==> config.mk <==
export PLATFORM = sky130hd
export DESIGN_NAME = uts_uart
export DESIGN_NICKNAME = d
export VERILOG_FILES = /design/src/uts_pkg.sv /design/src/uts_baud.sv /design/src/uts_uart.sv
export SDC_FILE = /design/constraint.sdc
export NUM_CORES = 1
export LEC_CHECK = 0
export ABC_AREA = 1
export BUFFER_PORTS_ARGS = -buffer_cell sky130_fd_sc_hd__buf_2
export CORE_ASPECT_RATIO = 0.7
export CORE_MARGIN = 3
export CORE_UTILIZATION = 50
export CTS_CLUSTER_SIZE = 28
export DETAILED_ROUTE_END_ITERATION = 10
export PLACE_DENSITY = 0.82
export SKIP_CTS_REPAIR_TIMING = 1
export SLEW_MARGIN = 20
export SYNTH_ARGS = -nofsm -noshare
export SYNTH_HDL_FRONTEND = slang
export SYNTH_SLANG_ARGS = --single-unit
==> constraint.sdc <==
create_clock -name clk -period 1.8 [get_ports clk]
set_clock_uncertainty 0.2 [all_clocks]
set_input_delay 0.36 -clock clk [delete_from_list [all_inputs] [get_ports clk]]
set_output_delay 0.36 -clock clk [all_outputs]
set_load 0.01 [all_outputs]
==> src/uts_pkg.sv <==
package uts_pkg;

    localparam int APB_AW = 16;
    localparam int DATA_BITS = 8;

    // Register indices; the byte address is four times the index
    localparam logic [15:0] IDX_CTRL_ONE = 16'h0025;
    localparam logic [15:0] IDX_STATUS = 16'h0025;
    localparam logic [15:0] IDX_CTRL_TWO = 16'h0026;
    localparam logic [15:0] IDX_DATA = 16'h0f9b;
    localparam logic [15:0] ADDR_CTRL_ONE = 16'(IDX_CTRL_ONE * 4);
    localparam logic [15:0] ADDR_STATUS = 16'(IDX_STATUS * 4);
    localparam logic [15:0] ADDR_CTRL_TWO = 16'(IDX_CTRL_TWO * 4);
    localparam logic [15:0] ADDR_DATA = 16'(IDX_DATA * 4);

    // Field positions
    localparam int RX_STOP_BIT = 0;
    localparam int ST_OVERRUN_ERR_BIT = 5;

    typedef struct packed {
        logic tx_enable;
        logic rx_enable;
        logic tx_stop_len;
        logic parity_even;
        logic parity_add;
        logic [2:0] baud_select;
    } uts_ctrl_s;

    // Status byte is {flags, 2'b00}
    typedef struct packed {
        logic parity_err;
        logic framing_err;
        logic overrun_err;
        logic rx_buf_full;
        logic tx_done;
        logic tx_buf_empty;
    } uts_flags_s;

    localparam uts_ctrl_s CTRL_RESET = 8'h00;
    localparam uts_flags_s FLAGS_RESET = 6'h03;
    localparam logic [7:0] HOLD_RESET = 8'h00;
    localparam logic RX_STOP_RESET = 1'b0;

    // Sub-clock positions within one bit (16 per bit)
    localparam logic [3:0] SUB_LAST = 4'hf;
    localparam logic [3:0] SAMPLE_A = 4'h7;
    localparam logic [3:0] SAMPLE_B = 4'h8;
    localparam logic [3:0] SAMPLE_C = 4'h9;
    // Start, eight data bits and one stop bit
    localparam logic [3:0] FRAME_BASE = 4'ha;

    // Baud select codes and divisors of the system clock
    localparam logic [2:0] BAUD_DIV13 = 3'h0;
    localparam logic [2:0] BAUD_DIV26 = 3'h1;
    localparam logic [2:0] BAUD_DIV52 = 3'h2;
    localparam logic [2:0] BAUD_DIV104 = 3'h3;
    localparam logic [2:0] BAUD_DIV208 = 3'h4;
    localparam logic [2:0] BAUD_DIV416 = 3'h5;
    localparam logic [2:0] BAUD_TIMER = 3'h6;
    localparam logic [2:0] BAUD_DIV96 = 3'h7;
    localparam logic [8:0] DIV_13 = 9'h00d;
    localparam logic [8:0] DIV_26 = 9'h01a;
    localparam logic [8:0] DIV_52 = 9'h034;
    localparam logic [8:0] DIV_104 = 9'h068;
    localparam logic [8:0] DIV_208 = 9'h0d0;
    localparam logic [8:0] DIV_416 = 9'h1a0;
    localparam logic [8:0] DIV_96 = 9'h060;

    typedef enum logic {TX_IDLE, TX_SHIFT} uts_tx_state_e;
    typedef enum logic {RX_IDLE, RX_FRAME} uts_rx_state_e;

endpackage

==> src/uts_baud.sv <==
`timescale 1ns/1ps
`default_nettype none
module uts_baud import uts_pkg::*; (
    // Clock and reset
    input wire logic clk,
    input wire logic rst_b,
    // Rate selection
    input wire logic [2:0] baud_select,
    input wire logic timer_five_out,
    // Sub-clock tick, one cycle wide
    output logic tick
);

    logic [8:0] cnt;
    logic [8:0] next_cnt;
    logic [8:0] limit;
    logic next_tick;

    always_comb begin
        case (baud_select)
            BAUD_DIV13: limit = DIV_13;
            BAUD_DIV26: limit = DIV_26;
            BAUD_DIV52: limit = DIV_52;
            BAUD_DIV104: limit = DIV_104;
            BAUD_DIV208: limit = DIV_208;
            BAUD_DIV416: limit = DIV_416;
            BAUD_DIV96: limit = DIV_96;
            default: limit = DIV_13;
        endcase
        next_cnt = cnt;
        next_tick = 1'b0;
        if (baud_select == BAUD_TIMER) begin
            next_cnt = 9'h000;
            next_tick = timer_five_out;
        end else if (cnt >= 9'(limit - 9'h001)) begin
            next_cnt = 9'h000;
            next_tick = 1'b1;
        end else begin
            next_cnt = 9'(cnt + 9'h001);
        end
    end

    always_ff @(posedge clk) begin
        if (!rst_b) begin
            cnt <= 9'h000;
            tick <= 1'b0;
        end else begin
            cnt <= next_cnt;
            tick <= next_tick;
        end
    end

endmodule // uts_baud
`default_nettype wire

==> src/uts_uart.sv <==
// Behaviour
// Armed data write clears buffer-empty, loads byte and starts shifting it out.
// Frame is start bit, eight data bits, optional parity, one or two stops.
// Frame start sets buffer-empty and pulses the transmit event.
// Transmit line idles high when disabled or before the first byte.
// Data write without prior status read is ignored; buffer-empty stays set.
// Software enables, reads status, checks buffer-empty before each write.
// After stop bits, data goes to receive buffer, full flag, receive event.
// Clearing receive enable only stops new frames; current frame completes.
// Parity mismatch on received frame sets the parity error flag.
// A zero sampled at any stop position sets the framing error flag.
// Frame arriving while buffer full sets overrun, data dropped, buffer kept.
// While overrun is set no new frame is accepted.
// Status read then buffer read clears parity, framing, overrun, full flags.
// Overrun set after the status read survives the following buffer read.
// Loading the receive buffer sets the full flag.
// Done flag sets at frame end with empty buffer, clears at next start.
// Each bit sampled at sub-clock seven, eight, nine; two of three decide.
// Baud select picks divisor 13 to 416, 96, or timer five output.
// Parity add enables parity; type bit picks odd at 0, even at 1.
// Receive stop length picks one or two stops independent of transmit.
//
// The APB interface to the registers and the placing of the registers were chosen for this implementation.
`timescale 1ns/1ps
`default_nettype none
module uts_uart import uts_pkg::*; (
    // Clock and reset
    input wire logic clk,
    input wire logic rst_b,
    // APB slave
    input wire logic [APB_AW-1:0] paddr,
    input wire logic psel,
    input wire logic penable,
    input wire logic pwrite,
    input wire logic [31:0] pwdata,
    output logic [31:0] prdata,
    output logic pready,
    output logic pslverr,
    // Serial lines
    input wire logic ser_in,
    output logic ser_out,
    // Baud source and events
    input wire logic timer_five_out,
    output logic tx_irq,
    output logic rx_irq
);

    function automatic logic par_of(input logic [7:0] d, input logic even);
        par_of = even ? ^d : ~^d;
    endfunction

    logic tick;
    logic setup, acc_rd, acc_wr;
    logic hit_one, hit_two, hit_data;
    logic status_rd, data_rd, data_wr;

    uts_ctrl_s ctrl, next_ctrl;
    uts_flags_s flags, next_flags;
    logic rx_stop_len, next_rx_stop_len;
    logic [7:0] tx_holding, next_tx_holding;
    logic [7:0] rx_holding, next_rx_holding;
    logic arm_tx, next_arm_tx, arm_rx, next_arm_rx, oe_seen, next_oe_seen;
    logic [31:0] next_prdata;
    logic next_pslverr;

    uts_tx_state_e tx_state, next_tx_state;
    logic [3:0] tx_sub, next_tx_sub, tx_bit, next_tx_bit, tx_len, next_tx_len;
    logic [10:0] tx_shift, next_tx_shift;
    logic next_ser_out, tx_start, tx_end;

    logic rx_meta, rx_sync;
    uts_rx_state_e rx_state, next_rx_state;
    logic [3:0] rx_sub, next_rx_sub, rx_bit, next_rx_bit, rx_len, next_rx_len;
    logic [1:0] rx_ones, next_rx_ones;
    logic [7:0] rx_data, next_rx_data;
    logic rx_pe_acc, next_rx_pe_acc, rx_fe_acc, next_rx_fe_acc;
    logic rx_finish, rx_load, rx_overrun, bitval, is_stop;

    uts_baud u_baud (
        .clk(clk),
        .rst_b(rst_b),
        .baud_select(ctrl.baud_select),
        .timer_five_out(timer_five_out),
        .tick(tick)
    );

    assign pready = 1'b1;
    assign setup = psel && !penable;
    assign acc_rd = psel && penable && !pwrite;
    assign acc_wr = psel && penable && pwrite;
    assign hit_one = (paddr == ADDR_CTRL_ONE);
    assign hit_two = (paddr == ADDR_CTRL_TWO);
    assign hit_data = (paddr == ADDR_DATA);
    assign status_rd = acc_rd && (paddr == ADDR_STATUS);
    assign data_rd = acc_rd && hit_data;
    assign data_wr = acc_wr && hit_data;

    // Registers, flags and read data
    always_comb begin
        next_ctrl = ctrl;
        next_rx_stop_len = rx_stop_len;
        next_flags = flags;
        next_tx_holding = tx_holding;
        next_rx_holding = rx_holding;
        next_arm_tx = arm_tx;
        next_arm_rx = arm_rx;
        next_oe_seen = oe_seen;
        next_prdata = prdata;
        next_pslverr = pslverr;
        if (setup) begin
            next_pslverr = !(hit_one || hit_two || hit_data);
            if (!pwrite && hit_one) begin
                next_prdata = {24'h00_0000, flags, 2'b00};
            end else if (!pwrite && hit_data) begin
                next_prdata = {24'h00_0000, rx_holding};
            end else begin
                next_prdata = 32'h0000_0000;
            end
        end
        if (acc_wr && hit_one) begin
            next_ctrl = uts_ctrl_s'(pwdata[7:0]);
        end
        if (acc_wr && hit_two) begin
            next_rx_stop_len = pwdata[RX_STOP_BIT];
        end
        if (status_rd) begin
            next_arm_tx = 1'b1;
            next_arm_rx = 1'b1;
            next_oe_seen = prdata[ST_OVERRUN_ERR_BIT];
        end
        if (data_wr) begin
            next_arm_tx = 1'b0;
            if (arm_tx) begin
                next_tx_holding = pwdata[7:0];
                next_flags.tx_buf_empty = 1'b0;
            end
        end
        if (data_rd && arm_rx) begin
            next_arm_rx = 1'b0;
            next_flags.parity_err = 1'b0;
            next_flags.framing_err = 1'b0;
            next_flags.rx_buf_full = 1'b0;
            if (oe_seen) begin
                next_flags.overrun_err = 1'b0;
            end
        end
        // Hardware sets come last so they win over a clear in the same cycle
        if (tx_start) begin
            next_flags.tx_buf_empty = 1'b1;
            next_flags.tx_done = 1'b0;
        end
        if (tx_end && flags.tx_buf_empty) begin
            next_flags.tx_done = 1'b1;
        end
        if (rx_load) begin
            next_rx_holding = rx_data;
            next_flags.rx_buf_full = 1'b1;
            next_flags.parity_err = next_flags.parity_err | rx_pe_acc;
            next_flags.framing_err = next_flags.framing_err | rx_fe_acc
                                     | (is_stop && !bitval);
        end
        if (rx_overrun) begin
            next_flags.overrun_err = 1'b1;
        end
    end

    always_ff @(posedge clk) begin
        if (!rst_b) begin
            ctrl <= CTRL_RESET;
            rx_stop_len <= RX_STOP_RESET;
            flags <= FLAGS_RESET;
            tx_holding <= HOLD_RESET;
            rx_holding <= HOLD_RESET;
            arm_tx <= 1'b0;
            arm_rx <= 1'b0;
            oe_seen <= 1'b0;
            prdata <= 32'h0000_0000;
            pslverr <= 1'b0;
        end else begin
            ctrl <= next_ctrl;
            rx_stop_len <= next_rx_stop_len;
            flags <= next_flags;
            tx_holding <= next_tx_holding;
            rx_holding <= next_rx_holding;
            arm_tx <= next_arm_tx;
            arm_rx <= next_arm_rx;
            oe_seen <= next_oe_seen;
            prdata <= next_prdata;
            pslverr <= next_pslverr;
        end
    end

    // Transmitter; a disable lets the current frame finish
    assign tx_start = (tx_state == TX_IDLE) && ctrl.tx_enable && !flags.tx_buf_empty;
    assign tx_end = (tx_state == TX_SHIFT) && tick && (tx_sub == SUB_LAST)
                    && (tx_bit == 4'(tx_len - 4'h1));

    always_comb begin
        next_tx_state = tx_state;
        next_tx_sub = tx_sub;
        next_tx_bit = tx_bit;
        next_tx_len = tx_len;
        next_tx_shift = tx_shift;
        case (tx_state)
            TX_IDLE: begin
                if (tx_start) begin
                    next_tx_state = TX_SHIFT;
                    next_tx_sub = 4'h0;
                    next_tx_bit = 4'h0;
                    next_tx_len = 4'(FRAME_BASE + {3'b000, ctrl.parity_add}
                                     + {3'b000, ctrl.tx_stop_len});
                    next_tx_shift = {1'b1,
                                     ctrl.parity_add ? par_of(tx_holding, ctrl.parity_even) : 1'b1,
                                     tx_holding, 1'b0};
                end
            end
            TX_SHIFT: begin
                if (tick) begin
                    next_tx_sub = 4'(tx_sub + 4'h1);
                    if (tx_sub == SUB_LAST) begin
                        if (tx_end) begin
                            next_tx_state = TX_IDLE;
                        end else begin
                            next_tx_bit = 4'(tx_bit + 4'h1);
                            next_tx_shift = {1'b1, tx_shift[10:1]};
                        end
                    end
                end
            end
            default: next_tx_state = TX_IDLE;
        endcase
        next_ser_out = (next_tx_state == TX_SHIFT) ? next_tx_shift[0] : 1'b1;
    end

    always_ff @(posedge clk) begin
        if (!rst_b) begin
            tx_state <= TX_IDLE;
            tx_sub <= 4'h0;
            tx_bit <= 4'h0;
            tx_len <= FRAME_BASE;
            tx_shift <= 11'h7ff;
            ser_out <= 1'b1;
            tx_irq <= 1'b0;
        end else begin
            tx_state <= next_tx_state;
            tx_sub <= next_tx_sub;
            tx_bit <= next_tx_bit;
            tx_len <= next_tx_len;
            tx_shift <= next_tx_shift;
            ser_out <= next_ser_out;
            tx_irq <= tx_start;
        end
    end

    // Receiver
    assign bitval = rx_ones[1];
    assign is_stop = (rx_bit > 4'(DATA_BITS + int'(ctrl.parity_add)));
    assign rx_finish = (rx_state == RX_FRAME) && tick && (rx_sub == SUB_LAST)
                       && (rx_bit == 4'(rx_len - 4'h1));
    assign rx_load = rx_finish && !flags.rx_buf_full;
    assign rx_overrun = rx_finish && flags.rx_buf_full;

    always_comb begin
        next_rx_state = rx_state;
        next_rx_sub = rx_sub;
        next_rx_bit = rx_bit;
        next_rx_len = rx_len;
        next_rx_ones = rx_ones;
        next_rx_data = rx_data;
        next_rx_pe_acc = rx_pe_acc;
        next_rx_fe_acc = rx_fe_acc;
        case (rx_state)
            RX_IDLE: begin
                if (tick && ctrl.rx_enable && !flags.overrun_err && !rx_sync) begin
                    next_rx_state = RX_FRAME;
                    next_rx_sub = 4'h1;
                    next_rx_bit = 4'h0;
                    next_rx_ones = 2'b00;
                    next_rx_pe_acc = 1'b0;
                    next_rx_fe_acc = 1'b0;
                    next_rx_len = 4'(FRAME_BASE + {3'b000, ctrl.parity_add}
                                     + {3'b000, rx_stop_len});
                end
            end
            RX_FRAME: begin
                if (tick) begin
                    next_rx_sub = 4'(rx_sub + 4'h1);
                    if (rx_sub == SAMPLE_A || rx_sub == SAMPLE_B || rx_sub == SAMPLE_C) begin
                        next_rx_ones = 2'(rx_ones + {1'b0, rx_sync});
                    end
                    if (rx_sub == SUB_LAST) begin
                        next_rx_ones = 2'b00;
                        next_rx_bit = 4'(rx_bit + 4'h1);
                        if (rx_bit == 4'h0 && bitval) begin
                            next_rx_state = RX_IDLE;
                        end else if (rx_bit != 4'h0 && rx_bit <= 4'(DATA_BITS)) begin
                            next_rx_data = {bitval, rx_data[7:1]};
                        end else if (rx_bit != 4'h0 && !is_stop) begin
                            next_rx_pe_acc = bitval != par_of(rx_data, ctrl.parity_even);
                        end else if (is_stop && !bitval) begin
                            next_rx_fe_acc = 1'b1;
                        end
                        if (rx_finish) begin
                            next_rx_state = RX_IDLE;
                        end
                    end
                end
            end
            default: next_rx_state = RX_IDLE;
        endcase
    end

    always_ff @(posedge clk) begin
        if (!rst_b) begin
            rx_meta <= 1'b1;
            rx_sync <= 1'b1;
            rx_state <= RX_IDLE;
            rx_sub <= 4'h0;
            rx_bit <= 4'h0;
            rx_len <= FRAME_BASE;
            rx_ones <= 2'b00;
            rx_data <= HOLD_RESET;
            rx_pe_acc <= 1'b0;
            rx_fe_acc <= 1'b0;
            rx_irq <= 1'b0;
        end else begin
            rx_meta <= ser_in;
            rx_sync <= rx_meta;
            rx_state <= next_rx_state;
            rx_sub <= next_rx_sub;
            rx_bit <= next_rx_bit;
            rx_len <= next_rx_len;
            rx_ones <= next_rx_ones;
            rx_data <= next_rx_data;
            rx_pe_acc <= next_rx_pe_acc;
            rx_fe_acc <= next_rx_fe_acc;
            rx_irq <= rx_load;
        end
    end
endmodule // uts_uart
`default_nettype wire

==> summary.txt <==
Yosys
  • Count of cell types in the netlist: 34
  • Synth Warn #: 0
  • Sequential share of the synthesized area: 37.8%
  • Mapped cell area: 5560 sq um
  • Synth Instances: 819
  • Mapped Avg Cell Area: 6.79 sq um
  • Seq cells post-synth: 105

Final layout
  • Share of cells above drive strength 1: 25.3%
  • Design Area, Final: 7040 sq um
  • Final core utilization: 66.4%
  • Final Non-Filler Cells: 1078
  • Filler Cells Inserted: 868
  • Area growth, synth to finish: 26.6%
  • Ant diodes: 0
  • Nets: 1004

Placement
  • I/O Buffers: 42
  • Gp weighted congestion: 0.895
  • DP Area: 6230 sq um
  • DP Cell Count: 1048
  • Post-DP HPWL: 9260 um
  • Placement Setup Slack: -0.269 ns

STA
  • Final worst slack: -0.263 ns
  • Minimum hold slack: -0.00377 ns
  • RSZ-0062 raised after global routing: yes
  • # setup viols final: 19
  • F_max: 485 MHz
  • Slew Limit Fails: 0
  • Setup TNS: -2.83 ns
  • Tcrit/Tclk final: 115%
  • Final Critical Period: 2.06 ns
  • Final Hold Viols: 1

Floorplan
  • Die height: 94.2 um
  • Rows: 31
  • Core area: 10600 sq um
  • Initial Util: 52.5%
  • I/O pins: 92
  • Die area: 12400 sq um
  • Die Width: 132 um

Min path
  • Hold endpoint: rx_meta
  • Min-delay worst type: primary input to flop
  • HP Start: ser_in
  • Hold path cells: 2

Global routing
  • Largest net degree at the start of global routing: 60
  • First-pass GRT wire length: 20800 um
  • Vias in the first global route: 4586
  • Grt ovf: 0
  • Overall Global Routing Usage: 20.3%
  • Number of antenna violations at the first check in global routing: 0

Critical path
  • Crit path max-delay family: simple AND/OR/NAND/NOR gates
  • Crit path buf inv count: 2
  • Kind of critical path: flop to flop
  • Worst Path Required: 1.89 ns
  • Worst path slowest cell: dfxtp_2
  • WP data arrival: 2.16 ns
  • R2R Setup Slk: -0.26 ns
  • Critical Path End Type: flop
  • Most frequent CP cell: nor2_4
  • Crit-path max FO: 5
  • Worst reg2reg startpoint: ctrl[1]
  • Crit-path max cell delay: 0.35 ns
  • CP Cell Sequence: inv_4 -> nor2_4 -> inv_2 -> o22ai_2 -> ha_1 -> a21oi_1 -> o21ai_1 -> nand2_1 -> nand4_1 -> nor2_4 -> nand2_4 -> nor2_4
  • Startpoint types: flop
  • Reg2reg end: u_baud.cnt[3]
  • R2r worst-path depth: 12

Outcome
  • Status: finished with violations
  • Violated checks: hold timing, setup timing

Power and ir drop
  • Pwr Total: 4.70 mW
  • Clock share of power: 44.8%
  • Internal power: 3.64 mW
  • P_leak: 3.31 nW
  • Maximum vdd drop: 0.000568 V
  • Fraction of power spent switching nets: 22.5%
  • Comb pwr share: 5.2%
  • Seq pwr share: 49.9%
  • P per Cell Area: 668 nW/um^2
  • Net switching power: 1.06 mW

Detailed routing
  • DR DRC count: 0
  • Vias post-DR: 5446
  • Initial DRC count: 420
  • First drt pass iteration count: 5
  • Avg WL per Cell: 12.9 um
  • DRT antenna net count: 0
  • Via/cell ratio: 5.05
  • Final WL: 13900 um

CTS
  • Clk buf depth: 2
  • Reg clk slew, reported paths: 0.07 ns
  • Skew-Pair Late Insertion Delay: 0.35 ns
  • CTS buffer count: 9
  • Clock Sinks: 105
  • H-tree depth: 3
  • Root Driver: clkbuf_16
  • CTS tree: yes

Flow run
  • Max Cap Viol: 0
## routing by layer
metal	GRT usage [%]	part of all wire, %
met1	28.0	47
met2	32.3	46
met3	4.66	6.0
met4	5.24	0.89
met5	0	0
## worst max-delay path by stage
| stage | slack [ns] | end | cells after the start | start |
|---|---|---|---|---|
| after floorplan | -0.07 | u_baud.cnt[0] | 12 | ctrl[1] |
| after global placement | -0.22 | u_baud.cnt[0] | 12 | ctrl[1] |
| after detailed placement | -0.27 | u_baud.cnt[3] | 12 | ctrl[1] |
| after CTS | -0.32 | u_baud.cnt[3] | 12 | ctrl[1] |
| after global routing | -0.36 | u_baud.cnt[5] | 13 | ctrl[1] |
| final | -0.26 | u_baud.cnt[3] | 12 | ctrl[1] |
## registers in the layout, indices dropped and copies added (netlist names), 2 cells and up
name        count
u_baud.cnt      9
rx_data         8
rx_bit          4
tx_shift       11
rx_ones         2
tx_holding      8
ctrl            8
rx_len          3
rx_sub          4
prdata          8
tx_bit          4
tx_len          3
rx_holding      8
flags           6
tx_sub          4
## layout by cell type, fill, tap and decap left out, types with 6 or more instances in the layout
| master | count |
|---|---|
| a21oi_1 | 50 |
| buf_2 | 43 |
| buf_4 | 58 |
| clkbuf_16 | 9 |
| conb_1 | 25 |
| dfxtp_1 | 96 |
| dfxtp_2 | 8 |
| ha_1 | 16 |
| ha_4 | 6 |
| inv_1 | 98 |
| inv_2 | 21 |
| nand2_1 | 169 |
| nand2_2 | 26 |
| nand3_1 | 40 |
| nand3_2 | 7 |
| nand4_1 | 23 |
| nor2_1 | 88 |
| nor2_2 | 13 |
| nor2_4 | 7 |
| o21ai_0 | 32 |
| o21ai_1 | 24 |
| xnor2_1 | 7 |
| xor2_1 | 9 |
## Yosys cell counts
cell / instances / share of area, %
nand2_1: 193 / 13
buf_2: 3 / 0.27
nor2_2: 7 / 0.79
inv_1: 110 / 7.4
buf_6: 1 / 0.20
nand2_4: 1 / 0.20
clkbuf_1: 8 / 0.54
nor2_4: 1 / 0.20
nor3_1: 4 / 0.36
nand2_2: 5 / 0.56
xnor2_1: 8 / 1.3
o211ai_1: 3 / 0.41
ha_1: 23 / 5.2
nor3b_1: 1 / 0.14
nand3_2: 1 / 0.18
clkinv_1: 3 / 0.20
o22ai_1: 1 / 0.11
buf_4: 26 / 3.5
inv_2: 13 / 0.88
o21ai_0: 38 / 3.4
or2_2: 2 / 0.23
nand3b_1: 3 / 0.41
o21a_1: 3 / 0.41
nor3_2: 1 / 0.18
nand4_1: 23 / 2.6
xor2_1: 9 / 1.4
a21boi_0: 2 / 0.27
a21oi_1: 51 / 4.6
nand3_1: 47 / 4.2
dfxtp_1: 105 / 38
o21ai_1: 20 / 1.8
conb_1: 2 / 0.14
nor2_1: 100 / 6.8
nor3_4: 1 / 0.29
## final cells by class
type / count / area, sq um / area share (%)
timing repair buffer: 107 / 744 / 10.6
inverter: 126 / 497 / 7.06
sequential: 105 / 2120 / 30.1
clock buffer: 9 / 225 / 3.20
multi-input combinational: 576 / 3170 / 45.0
tap: 148 / 185 / 2.63
clock inverter: 6 / 90.1 / 1.28
timing repair inverter: 1 / 11.3 / 0.160
## worst reg2reg max path: cells and delay by family (launching register included)
family | cells | cell delay [ns]
and+or+nand+nor | 6 | 0.73
DFF | 1 | 0.35
AOI/OAI and AO/OA | 3 | 0.34
adders and majority gates | 1 | 0.27
buffers and inverters | 2 | 0.12
## cell families after synthesis
group / synth area share [%]
AOI/OAI and AO/OA: 11.0
buffers and inverters: 13.0
adders and majority gates: 5.18
and+or+nand+nor: 30.1
xor gates and xnor gates: 2.68
DFF: 37.8
other: 0.135
## power groups by stage
stage          clock network (mW)  logic [mW]  registers (mW)
3_5_place_dp                    0       0.237            2.40
5_1_grt                      2.22       0.277            2.35
3_3_place_gp                    0       0.233            2.40
4_1_cts                      2.12       0.238            2.35
6_report                     2.11       0.247            2.35
2_1_floorplan                   0       0.170            2.41
Power figures use the tool's default switching activity.
